## config.mk

```make
export PLATFORM = sky130hd
export DESIGN_NAME = wdt_top
export DESIGN_NICKNAME = d
export VERILOG_FILES = /design/src/hdl/wdt_pkg.sv /design/src/hdl/wdt_tick.sv /design/src/hdl/wdt_count.sv /design/src/hdl/wdt_top.sv
export SDC_FILE = /design/constraint.sdc
export NUM_CORES = 1
export LEC_CHECK = 0
export BUFFER_PORTS_ARGS = -buffer_cell sky130_fd_sc_hd__buf_2
export CAP_MARGIN = 20
export CORE_MARGIN = 3
export CORE_UTILIZATION = 45
export DETAILED_ROUTE_END_ITERATION = 12
export GPL_ROUTABILITY_DRIVEN = 0
export PLACE_DENSITY = 0.71
export SLEW_MARGIN = 20
export SYNTH_ARGS = -nofsm -noshare
export SYNTH_HDL_FRONTEND = slang
export SYNTH_HIERARCHICAL = 1
export SYNTH_SLANG_ARGS = --single-unit
```

## constraint.sdc

```tcl
create_clock -name pclk -period 2.9 [get_ports pclk]
set_input_delay 0 -clock pclk [delete_from_list [all_inputs] [get_ports pclk]]
set_output_delay 0 -clock pclk [all_outputs]
set_load 0.03 [all_outputs]
```

## src/hdl/wdt_pkg.sv

```systemverilog
// shared constants, register map and types for the 16-bit watchdog timer
package wdt_pkg;

	// ****************************************
	// widths and register map
	// ****************************************
	localparam int WDT_DATA_W = 32;
	localparam int WDT_CNT_W = 16;
	localparam int WDT_PRE_W = 8;
	localparam logic [31:0] WDT_ADDR_RELOAD = 32'hFFFF0360;
	localparam logic [31:0] WDT_ADDR_COUNT = 32'hFFFF0364;
	localparam logic [31:0] WDT_ADDR_CTRL = 32'hFFFF0368;
	localparam logic [31:0] WDT_ADDR_REFRESH = 32'hFFFF036C;

	// ****************************************
	// reset values
	// ****************************************
	localparam logic [15:0] WDT_RELOAD_RST = 16'h0040;
	localparam logic [15:0] WDT_COUNT_RST = 16'h0040;
	localparam logic [15:0] WDT_CTRL_RST = 16'h0000;

	// ****************************************
	// control field positions
	// ****************************************
	localparam int WDT_BIT_UP = 8;
	localparam int WDT_BIT_EN = 7;
	localparam int WDT_BIT_PERIODIC = 6;
	localparam int WDT_BIT_WATCHDOG = 5;
	localparam int WDT_BIT_PRE_HI = 3;
	localparam int WDT_BIT_PRE_LO = 2;
	localparam int WDT_BIT_IRQEN = 1;
	localparam int WDT_BIT_PDSTOP = 0;
	// writable positions; reserved bits read as zero
	localparam logic [15:0] WDT_CTRL_MASK = 16'h01EF;

	// ****************************************
	// prescaler codes and terminal counts
	// ****************************************
	localparam logic [1:0] WDT_PRE_DIV1 = 2'h0;
	localparam logic [1:0] WDT_PRE_DIV16 = 2'h1;
	localparam logic [1:0] WDT_PRE_DIV256 = 2'h2;
	localparam logic [7:0] WDT_DIV16_TOP = 8'h0F;
	localparam logic [7:0] WDT_DIV256_TOP = 8'hFF;

	// ****************************************
	// timing
	// ****************************************
	localparam int WDT_LP_OSC_HZ = 32768;
	localparam int WDT_PCLK_HZ = 20000000;
	localparam int WDT_MAX_TIMEOUT_S = 512;
	localparam int WDT_MAX_DIV = 256;
	localparam longint WDT_FULL_SCALE = 65536;
	localparam longint WDT_MAX_TIMEOUT_CALC = WDT_FULL_SCALE * WDT_MAX_DIV / WDT_LP_OSC_HZ;

	// ****************************************
	// types
	// ****************************************
	typedef struct packed {
		logic count_up;
		logic enable;
		logic periodic;
		logic watchdog;
		logic [1:0] prescale;
		logic irq_enable;
		logic powerdown_stop;
	} wdt_ctrl_t;

	typedef struct packed {
		logic wrap;
		logic wd_zero;
	} wdt_evt_t;

	typedef enum logic [1:0] {
		WDT_MODE_NORMAL = 2'b01,
		WDT_MODE_WATCH = 2'b10
	} wdt_mode_t;

	function automatic wdt_ctrl_t wdt_unpack(input logic [15:0] v);
		wdt_ctrl_t c;
		c.count_up = v[WDT_BIT_UP];
		c.enable = v[WDT_BIT_EN];
		c.periodic = v[WDT_BIT_PERIODIC];
		c.watchdog = v[WDT_BIT_WATCHDOG];
		c.prescale = v[WDT_BIT_PRE_HI:WDT_BIT_PRE_LO];
		c.irq_enable = v[WDT_BIT_IRQEN];
		c.powerdown_stop = v[WDT_BIT_PDSTOP];
		return c;
	endfunction

endpackage

```

## src/hdl/wdt_tick.sv

```systemverilog
// oscillator pin synchroniser and 1/16/256 prescaler
`timescale 1ns/1ps
module wdt_tick
	import wdt_pkg::*;
(
	input wire logic pclk,
	input wire logic presetn,
	input wire logic ce,
	input wire logic lp_osc,
	input wire logic run,
	input wire logic [1:0] prescale,
	output logic tick
);
	logic osc_meta;
	logic osc_sync;
	logic osc_prev;
	logic [WDT_PRE_W-1:0] pre_cnt;
	wire osc_edge = osc_sync & ~osc_prev;
	wire [WDT_PRE_W-1:0] pre_top = (prescale == WDT_PRE_DIV16) ? WDT_DIV16_TOP :
		(prescale == WDT_PRE_DIV256) ? WDT_DIV256_TOP : '0;
	// reserved prescaler code gives no ticks
	wire pre_ok = (prescale == WDT_PRE_DIV1) || (prescale == WDT_PRE_DIV16) ||
		(prescale == WDT_PRE_DIV256);
	// leftover count from a longer divider must not stall a shorter one
	wire pre_hit = (pre_cnt >= pre_top);

	always_ff @(posedge pclk or negedge presetn)
	begin
		if (!presetn)
		begin
			osc_meta <= 1'b0;
			osc_sync <= 1'b0;
			osc_prev <= 1'b0;
			pre_cnt <= '0;
			tick <= 1'b0;
		end
		else if (ce)
		begin
			osc_meta <= lp_osc;
			osc_sync <= osc_meta;
			osc_prev <= osc_sync;
			tick <= 1'b0;
			if (osc_edge && run && pre_ok)
			begin
				pre_cnt <= pre_hit ? '0 : pre_cnt + 1'b1;
				tick <= pre_hit;
			end
		end
	end
endmodule

```

## src/hdl/wdt_count.sv

```systemverilog
// 16-bit up/down counter with reload, wrap and zero events
`timescale 1ns/1ps
module wdt_count
	import wdt_pkg::*;
#(
	parameter int CNT_W = WDT_CNT_W
)
(
	input wire logic pclk,
	input wire logic presetn,
	input wire logic ce,
	input wire logic tick,
	input wire logic load,
	input wire logic [CNT_W-1:0] reload,
	input wire wdt_ctrl_t ctrl,
	output logic [CNT_W-1:0] count,
	output wdt_evt_t evt
);
	if (CNT_W != WDT_CNT_W)
	begin
		$error("wdt_count: counter width must be 16");
	end

	wire down = ctrl.watchdog | ~ctrl.count_up;
	wire run = ctrl.watchdog | ctrl.enable;
	wire at_end = down ? (count == '0) : (count == '1);
	wire reload_mode = ctrl.periodic | ctrl.watchdog;
	wire [CNT_W-1:0] wrap_val = down ? '1 : '0;
	wire [CNT_W-1:0] step_val = down ? count - 1'b1 : count + 1'b1;
	wire [CNT_W-1:0] end_val = reload_mode ? reload : wrap_val;

	always_ff @(posedge pclk or negedge presetn)
	begin
		if (!presetn)
		begin
			count <= WDT_COUNT_RST;
			evt <= '0;
		end
		else if (ce)
		begin
			evt <= '0;
			if (load)
				count <= reload;
			else if (tick && run)
			begin
				count <= at_end ? end_val : step_val;
				evt.wrap <= at_end & ~ctrl.watchdog;
				evt.wd_zero <= ctrl.watchdog & (count == 16'h0001);
			end
		end
	end
endmodule

```

## src/hdl/wdt_top.sv

```systemverilog
// watchdog timer top: APB register file, lock, event outputs
`timescale 1ns/1ps

// Overview of operation
// - Setting watchdog bit enters watchdog mode, counting down from reload to zero.
// - At zero in watchdog mode: interrupt if IRQ enable set, else reset.
// - Refresh write in watchdog mode reloads counter and starts a new period.
// - After watchdog mode entry, reload and control writes are ignored until power-on.
// - Only power-on reset clears the watchdog; other resets leave it running.
// - Counter freezes while debug holds the core, resumes on release.
// - Counts in peripheral power-down unless powerdown_stop bit set.
// - Reload and count are 16-bit unsigned; count is read-only, shows counter.
// - Refresh is 8-bit write-only; in normal mode clears timer interrupt.
// - Control bit 8 sets up counting when set, down when clear.
// - Control bit 7 enables the counter.
// - Control bit 6 selects periodic reload, else free-running.
// - Control bits 3:2 divide oscillator by 1, 16, 256; code 11 reserved.
// - Divide by 256 with full-scale reload gives 512 s maximum timeout.
// - Overflow or underflow reloads counter from reload register in periodic or watchdog mode; free-running wraps.
// - Normal mode is a 16-bit timer on the prescaled low-power oscillator.
module wdt_top
	import wdt_pkg::*;
#(
	parameter int CNT_W = WDT_CNT_W
)
(
	input wire logic pclk,
	input wire logic presetn,
	input wire logic ce,
	input wire logic psel,
	input wire logic penable,
	input wire logic pwrite,
	input wire logic [31:0] paddr,
	input wire logic [31:0] pwdata,
	output logic [31:0] prdata,
	output logic pready,
	output logic pslverr,
	input wire logic lp_osc,
	input wire logic debug_halt,
	input wire logic periph_powerdown,
	output logic wdt_irq,
	output logic wdt_reset_req,
	output logic wdt_locked
);
	// ****************************************
	// elaboration checks
	// ****************************************
	if (CNT_W != WDT_CNT_W)
	begin
		$error("wdt_top: counter width must be 16");
	end
	if (WDT_MAX_TIMEOUT_CALC != WDT_MAX_TIMEOUT_S)
	begin
		$error("wdt_top: maximum timeout inconsistent");
	end

	// ****************************************
	// declarations
	// ****************************************
	logic [CNT_W-1:0] reload_value;
	logic [15:0] timer_control;
	wdt_mode_t mode;
	wdt_mode_t next_mode;
	logic irq_flag;
	logic dbg_meta;
	logic dbg_sync;
	logic tick;
	logic [CNT_W-1:0] count_value;
	wdt_evt_t evt;
	wdt_ctrl_t ctrl;

	// ****************************************
	// APB decode
	// ****************************************
	wire sel_reload = (paddr == WDT_ADDR_RELOAD);
	wire sel_count = (paddr == WDT_ADDR_COUNT);
	wire sel_ctrl = (paddr == WDT_ADDR_CTRL);
	wire sel_refresh = (paddr == WDT_ADDR_REFRESH);
	wire addr_hit = sel_reload | sel_count | sel_ctrl | sel_refresh;
	wire setup_rd = psel & ~penable & ~pwrite;
	wire access_wr = psel & penable & pwrite & addr_hit;
	wire locked = (mode == WDT_MODE_WATCH);
	// locked writes complete without error but do not store
	wire wr_reload = access_wr & sel_reload & ~locked;
	wire wr_ctrl = access_wr & sel_ctrl & ~locked;
	wire wr_refresh = access_wr & sel_refresh;
	wire [15:0] ctrl_wdata = pwdata[15:0] & WDT_CTRL_MASK;
	wire wdt_ctrl_t new_ctrl = wdt_unpack(ctrl_wdata);
	wire enter_watch = wr_ctrl & new_ctrl.watchdog;
	wire start_timer = wr_ctrl & new_ctrl.enable & ~ctrl.enable;

	assign ctrl = wdt_unpack(timer_control);
	assign pready = 1'b1;
	assign pslverr = psel & penable & ~addr_hit;

	// ****************************************
	// read data, captured in setup phase
	// ****************************************
	wire [31:0] rd_mux = sel_reload ? {16'h0000, reload_value} :
		sel_count ? {16'h0000, count_value} :
		sel_ctrl ? {16'h0000, timer_control} : 32'h00000000;

	always_ff @(posedge pclk or negedge presetn)
	begin
		if (!presetn)
			prdata <= 32'h00000000;
		else if (ce && setup_rd)
			prdata <= rd_mux;
	end

	// ****************************************
	// configuration registers, power-on reset only
	// ****************************************
	always_ff @(posedge pclk or negedge presetn)
	begin
		if (!presetn)
		begin
			reload_value <= WDT_RELOAD_RST;
			timer_control <= WDT_CTRL_RST;
		end
		else if (ce)
		begin
			if (wr_reload)
				reload_value <= pwdata[CNT_W-1:0];
			if (wr_ctrl)
				timer_control <= ctrl_wdata;
		end
	end

	// ****************************************
	// mode: once watchdog, stays until power-on
	// ****************************************
	always_comb
	begin
		next_mode = mode;
		case (mode)
			WDT_MODE_NORMAL:
				if (enter_watch)
					next_mode = WDT_MODE_WATCH;
			WDT_MODE_WATCH:
				next_mode = WDT_MODE_WATCH;
			default:
				next_mode = WDT_MODE_NORMAL;
		endcase
	end

	always_ff @(posedge pclk or negedge presetn)
	begin
		if (!presetn)
			mode <= WDT_MODE_NORMAL;
		else if (ce)
			mode <= next_mode;
	end

	assign wdt_locked = locked;

	// ****************************************
	// debug halt synchroniser and run gate
	// ****************************************
	always_ff @(posedge pclk or negedge presetn)
	begin
		if (!presetn)
		begin
			dbg_meta <= 1'b0;
			dbg_sync <= 1'b0;
		end
		else if (ce)
		begin
			dbg_meta <= debug_halt;
			dbg_sync <= dbg_meta;
		end
	end

	wire pd_halt = ctrl.powerdown_stop & periph_powerdown;
	wire run = ~dbg_sync & ~pd_halt;

	// ****************************************
	// prescaler and counter
	// ****************************************
	wdt_tick u_tick
	(
		.pclk(pclk),
		.presetn(presetn),
		.ce(ce),
		.lp_osc(lp_osc),
		.run(run),
		.prescale(ctrl.prescale),
		.tick(tick)
	);

	// refresh in watchdog mode reloads; entry and enable also load
	wire counter_load = (wr_refresh & locked) | enter_watch | start_timer;

	wdt_count #(.CNT_W(CNT_W)) u_count
	(
		.pclk(pclk),
		.presetn(presetn),
		.ce(ce),
		.tick(tick),
		.load(counter_load),
		.reload(reload_value),
		.ctrl(ctrl),
		.count(count_value),
		.evt(evt)
	);

	// ****************************************
	// interrupt flag and reset request
	// ****************************************
	wire irq_set = evt.wrap | (evt.wd_zero & ctrl.irq_enable);
	wire reset_set = evt.wd_zero & ~ctrl.irq_enable;

	always_ff @(posedge pclk or negedge presetn)
	begin
		if (!presetn)
		begin
			irq_flag <= 1'b0;
			wdt_reset_req <= 1'b0;
		end
		else if (ce)
		begin
			// set wins over a refresh in the same cycle
			if (irq_set)
				irq_flag <= 1'b1;
			else if (wr_refresh)
				irq_flag <= 1'b0;
			wdt_reset_req <= reset_set;
		end
	end

	assign wdt_irq = irq_flag;
endmodule

```

* Word-level counts from Yosys, hierarchy flattened
Cells that the tools add are included.
** Cells by class
- Add/sub/neg operators :: 3
- Magnitude comparators :: 1
- Equality and inequality tests :: 11
- Mux-type cells :: 20
- Bitwise logic cells :: 42
- Reductions and logical operators :: 16
** Operators with widths (number)
- 32-bit equality test, second input constant :: 4
- 16-bit 2-to-1 mux :: 8
- 8-bit 2-to-1 mux :: 3
- 1-bit AND :: 22
- 16-bit by 1-bit adder with 16-bit output, second input constant :: 1
- 16-bit by 1-bit equality test with 1-bit output, second input constant :: 1
- 16-bit equality test, second input constant :: 1
- 16-bit zero test :: 1
- 16-bit by 1-bit subtractor with 16-bit output, second input constant :: 1
- 2-bit AND reduction :: 6
- 1-bit inverter :: 11
- 9-bit 2-to-1 mux :: 1
- 1-bit OR :: 9
- 8-bit by 1-bit adder with 8-bit output, second input constant :: 1
- 8-bit >= comparator :: 1
- 2-bit 2-to-1 mux :: 3
- 2-bit by 1-bit equality test with 1-bit output, second input constant :: 2
- 2-bit equality test, second input constant :: 2
- 1-bit logical AND :: 4
- 1-bit 2-to-1 mux :: 4
- 2-bit one-hot mux with 2 select lines :: 1
- 2-bit nonzero test :: 2
- 2-bit zero test :: 1
- 1-bit logical OR :: 2
- 2-bit inequality test, second input constant :: 1
** Storage, ports and cells
- Bits in registers :: 92
- Input bits :: 73
- Output and inout bits :: 37
- Logic and storage cells :: 109

* Logic depth before layout (Yosys ltp)
- Depth after elaboration :: 12
- Mapped depth :: 11
- Mapped depth without buffers :: 10

* By module
The synthesis kept the hierarchy.
** Modules (own cells, without submodules)
- wdt_top :: times used 1, cells each 206, area an instance 2359.8 um^2, sequential area each 1153.6 um^2
- wdt_count :: times used 1, cells each 224, area an instance 1804.2 um^2, sequential area each 451.7 um^2
- wdt_tick :: times used 1, cells each 79, area an instance 762.0 um^2, sequential area each 300.3 um^2

* Worst setup path after synthesis
No wires, ideal clock.
- Path kind :: register -> register
- From :: register mode[0]
- To :: register u_count.count[7]
- Setup time :: 110 ps
- Arrival :: 2750 ps
- Required time :: 2790 ps
- Slack :: 40 ps
- Stages on the path, launching flop included :: 10
- Path buffers :: 2
- Clock period less this slack :: 2860 ps
- Cell sequence :: dfstp_2 > inv_1 > ha_1 > nor2_1 > o21ai_0 > a2111oi_0 > clkbuf_1 > o21ai_0 > clkbuf_1 > o41ai_1
** On the way
- Cells in the longest elaborated chain, start to end :: 8
- Elaborated cells between the ends (all ways) :: 12
- Classes of those cells :: eq/ne (1); mux (1); bitwise (8); reduce/logical (2)
** RTL lines
- from (decl) :: RTL line wdt_top.sv:62 : wdt_mode_t mode;
- from (signal assigned) :: RTL line wdt_top.sv:152 : mode <= next_mode;
- 2-bit equality test (*) :: RTL line wdt_top.sv:82 : wire locked = (mode == WDT_MODE_WATCH);
- via wdt_locked :: RTL line wdt_top.sv:43 : output logic wdt_locked
- 1-bit inverter :: RTL line wdt_top.sv:85 : wire wr_ctrl = access_wr & sel_ctrl & ~locked;
- 1-bit AND :: RTL line wdt_top.sv:85
- 1-bit AND, on equally long branches :: RTL line wdt_top.sv:89, wdt_top.sv:90
- 1-bit OR or 1-bit AND (tied branches) :: RTL line wdt_top.sv:192, wdt_top.sv:90
- 1-bit OR (*) :: RTL line wdt_top.sv:192 : wire counter_load = (wr_refresh & locked) | enter_watch | start_timer;
- via counter_load :: RTL line wdt_top.sv:192
- 2-bit nonzero test (no source line)
- 2-bit AND reduction (no source line)
- to (signal assigned) :: RTL line wdt_count.sv:43 : count <= reload;
- to (signal assigned) :: RTL line wdt_count.sv:46 : count <= at_end ? end_val : step_val;
- to (decl) :: RTL line wdt_count.sv:16 : output logic [CNT_W-1:0] count,
Mark *: on every way through the listed nets, which the timed path passes. The rest lies on a longest branch.
A chain may end at the register's enable or synchronous reset.

* Final worst setup path
- From :: register mode[0]
- To :: register u_count.count[3]
** On the way
- Cells in the longest elaborated chain, start to end :: 8
- Elaborated cells between the ends (all ways) :: 12
- Classes of those cells :: eq/ne (1); mux (1); bitwise (8); reduce/logical (2)
** RTL lines (RTL line)
- 2-bit equality test (*) :: wdt_top.sv:82
- 1-bit inverter :: wdt_top.sv:85
- 1-bit AND :: wdt_top.sv:85
- 1-bit AND, on equally long branches :: wdt_top.sv:89, wdt_top.sv:90
- 1-bit OR or 1-bit AND (tied branches) :: wdt_top.sv:192, wdt_top.sv:90
- 1-bit OR (*) :: wdt_top.sv:192
- via counter_load :: wdt_top.sv:192
- 2-bit nonzero test (no source line)
- 2-bit AND reduction (no source line)
Marks and branches as above.

==> impl_results.md <==
- Row cnt: 37
- WL/cell: 16.8 um
- Crit-path cells: inv_1 > ha_1 > nor2_1 > o21ai_0 > a2111oi_2 > buf_4 > inv_1 > buf_4 > nand3_1 > o22ai_2 > a221oi_2
- Slowest stage delay, CP: 0.54 ns
- Synthesis Warnings: 6
- Initial antenna violation count: 0
- Hold Violations, Final: 0
- Critical Path End Type: register
- RSZ-0062 raised after global routing: false
- Die X: 111 um
- Post-CTS sizing: 0
- Setup Skew: 0.0105 ns
- Compound-Gate Fraction of Synth Area: 18.4%
- Mapped Cells: 509
- Vert. Die Dim: 111 um
- Final core utilization: 54.7%
- Post-route ant nets: 0
- Share of layout cells above drive strength 1: 27.6%
- Worst setup endpoint: u_count/count[3]
- Hold crit path type: in -> reg
- Worst Tran Pin Value: around 0.97 ns
- Pin count of the biggest net entering global routing: 77
- CTS root buf: clkbuf_8
- Routed via count: 4426
- Worst R2R Start: mode[0]
- Filler Cells Inserted: 941
- CTS tree: built
- Clk_lat worst skew: 0.35 ns
- CP Launch Point: mode[0]
- Seq/Total Area, Yosys: roughly two fifths
- Min Tclk post-route: 2.64 ns
- Die ar.: 0.0122 mm^2
- First-pass GRT wire length: between 20000 and 25000 um
- I/O pin cnt: 110
- Nets: 683
- FF-to-FF End: u_count/count[3]
- Top FF cell, synth: dfrtp_1
- Tot GR Track Use: 20.6%
- Post-Synth XOR/XNOR Area: 1.07%
- CP required: 3.17 ns
- Mux cell area share after synthesis: 10.1%
- Synth Area in Simple Gates: approximately a fifth
- Unique masters post-synth: 83
- Avg Cell Area, Syn: 9.68 um^2
- Vias in the first global route: 4291
- F_max: 379 MHz
- Htree depth: 3
- Starting density of the core: about 47%
- Maximum vdd drop: 287 uV
- Critical Path AT: around 2.9 ns
- Reg-to-reg slack, setup: 0.26 ns
- Crit start category: register
- Setup CP Type: reg -> reg
- Core area: 0.0105 mm^2
- Combinational family with the most area after synthesis: simple AND/OR/NAND/NOR gates
- Port buffer count: 76
- Outcome: finished clean
- Grt total ovfl: 0
- Area grow syn2layout: 16.2%
- Setup Buffers After CTS: 0
- FF+latch count, synth: 76
- Setup TNS Final: 0 ns
- Via-to-Cell Ratio: 6.00
- Routed WL: 12400 um
- Number of synthesized flops with an enable pin: 0
- Inserted Clock Buffers: 9
- Period utilization: about 90%
- LEAKAGE: 0.00267 uW
- Antenna diodes: 0
- Crit path max-delay cell type: dfstp_2
- Cell Area, Synth: 0.00493 mm^2
- Max_cap viols: 0
- Post-DP HPWL: around 9000 um
- Most frequent cells in the layout: buf_2 (75), dfrtp_1 (73), nand2_1 (53)
- # setup viols final: 0
- Synth async-reset ratio: 100%
- TritonCTS Sinks: 76
- Adder-cell area share of the yosys netlist: 3.30%
- Initial DRC count: 406
- Cells on worst reg2reg path: 11
- Drt first pass iters: 6
- Maximum fanout along the worst path: 14
- DRC viols: 0
- Most common cell after layout, fill and taps aside: buf_2
- Slew Viols, Final: 0
- CTS clk-pin slew, worst paths: 0.08 ns
- Pwr per Cell Area: 420 mW/mm^2
- Clock Path Buffers: 2
- Worst slew margin: 35.0%
## through the flow
| step | hold WS (ns) | setup slack, ns | power, uW | cells | cell area (um^2) |
|---|---|---|---|---|---|
| 6_report | 0.0260 | 0.264 | 2400 | 738 | 5720 |
| 5_1_grt | 0.0461 | 0.0771 | 2520 | 738 | 5720 |
| 4_1_cts | 0.0175 | 0.301 | 2430 | 738 | 5720 |
| 3_5_place_dp | 0.208 | 0.316 | 1510 | 703 | 5310 |
| 3_3_place_gp | 0.203 | 0.367 | 1490 | 703 | 5310 |
| 2_1_floorplan | -0.296 | 0.0401 | 1420 | 524 | 4980 |
## per-layer routing
layer	routed length, um	share of wire, %	global-route usage (%)	vias up
met2	6130	49	34.1	179
met1	5110	41	26.5	2163
met4	263	2.1	7.64	0
met5	0	0	0	-
li1	-	-	-	2056
met3	927	7.5	4.22	28
## how the worst min path moves through the flow
| stage | cells past startpoint | to | start |
|---|---|---|---|
| floorplan | 0 | dbg_meta | presetn |
| global placement | 1 | prdata[9] | presetn |
| detailed placement | 1 | prdata[9] | presetn |
| CTS | 3 | prdata[8] | paddr[3] |
| global route | 3 | prdata[8] | paddr[3] |
| finish | 3 | prdata[8] | paddr[3] |
## Yosys cell counts (8+ instances only)
cell | number | area, um^2
dfrtp_1 | 73 | 1830
nand2_1 | 53 | 199
mux2_2 | 28 | 315
o21ai_0 | 27 | 135
a21oi_1 | 26 | 130
nor2_1 | 22 | 82.6
buf_4 | 19 | 143
mux2i_1 | 18 | 180
nand4_1 | 18 | 113
inv_1 | 16 | 60.1
nand3_1 | 15 | 75.1
ha_1 | 13 | 163
nor3_1 | 13 | 65.1
o211ai_1 | 13 | 97.6
clkbuf_1 | 8 | 30.0
## repair_timing
item	4_1_cts	5_1_grt
endpoints found under the setup margin	0	0
hold buffers	19	0
hold endpoints to repair	98	0
## flip-flops by register name, indices dropped and copies added, names as in the netlist, 2 cells and up
register,cells
mode,2
prdata,16
timer_control,8
u_count/evt,2
reload_value,16
u_count/count,16
u_tick/pre_cnt,8
## area by class of cell
class	count	area (um^2)	area share (%)
Clock buffer	12	145	2.54
Timing Repair Buffer	108	671	11.7
Sequential cell	76	1910	33.3
Inverter	16	60.1	1.05
Multi-Input combinational cell	386	2700	47.1
Clock inverter	4	73.8	1.29
Tap cell	136	170	2.97
## report_power, final
part           total (uW)  switching, uW  internal (uW)
Clock                 895            386            509
Combinational         362            214            148
Sequential           1140           39.5           1100
## critical path: cells and delay by family (launching register included)
family                     cells  cell delay (ns)
adders and majority gates      1             0.24
buffers and inverters          4             0.78
AOI/OAI and AO/OA              4             0.79
and+or+nand+nor                2             0.20
DFF                            1             0.54
## cell families (layout without fill, tap and decap cells)
logic type | after synthesis | in the layout
DFF | 76 | 76
buffers and inverters | 62 | 140
other | 2 | 17
adders and majority gates | 13 | 13
xor gates and xnor gates | 6 | 6
muxes | 46 | 46
AOI/OAI and AO/OA | 129 | 129
and+or+nand+nor | 175 | 175
Power figures use the tool's default switching activity.
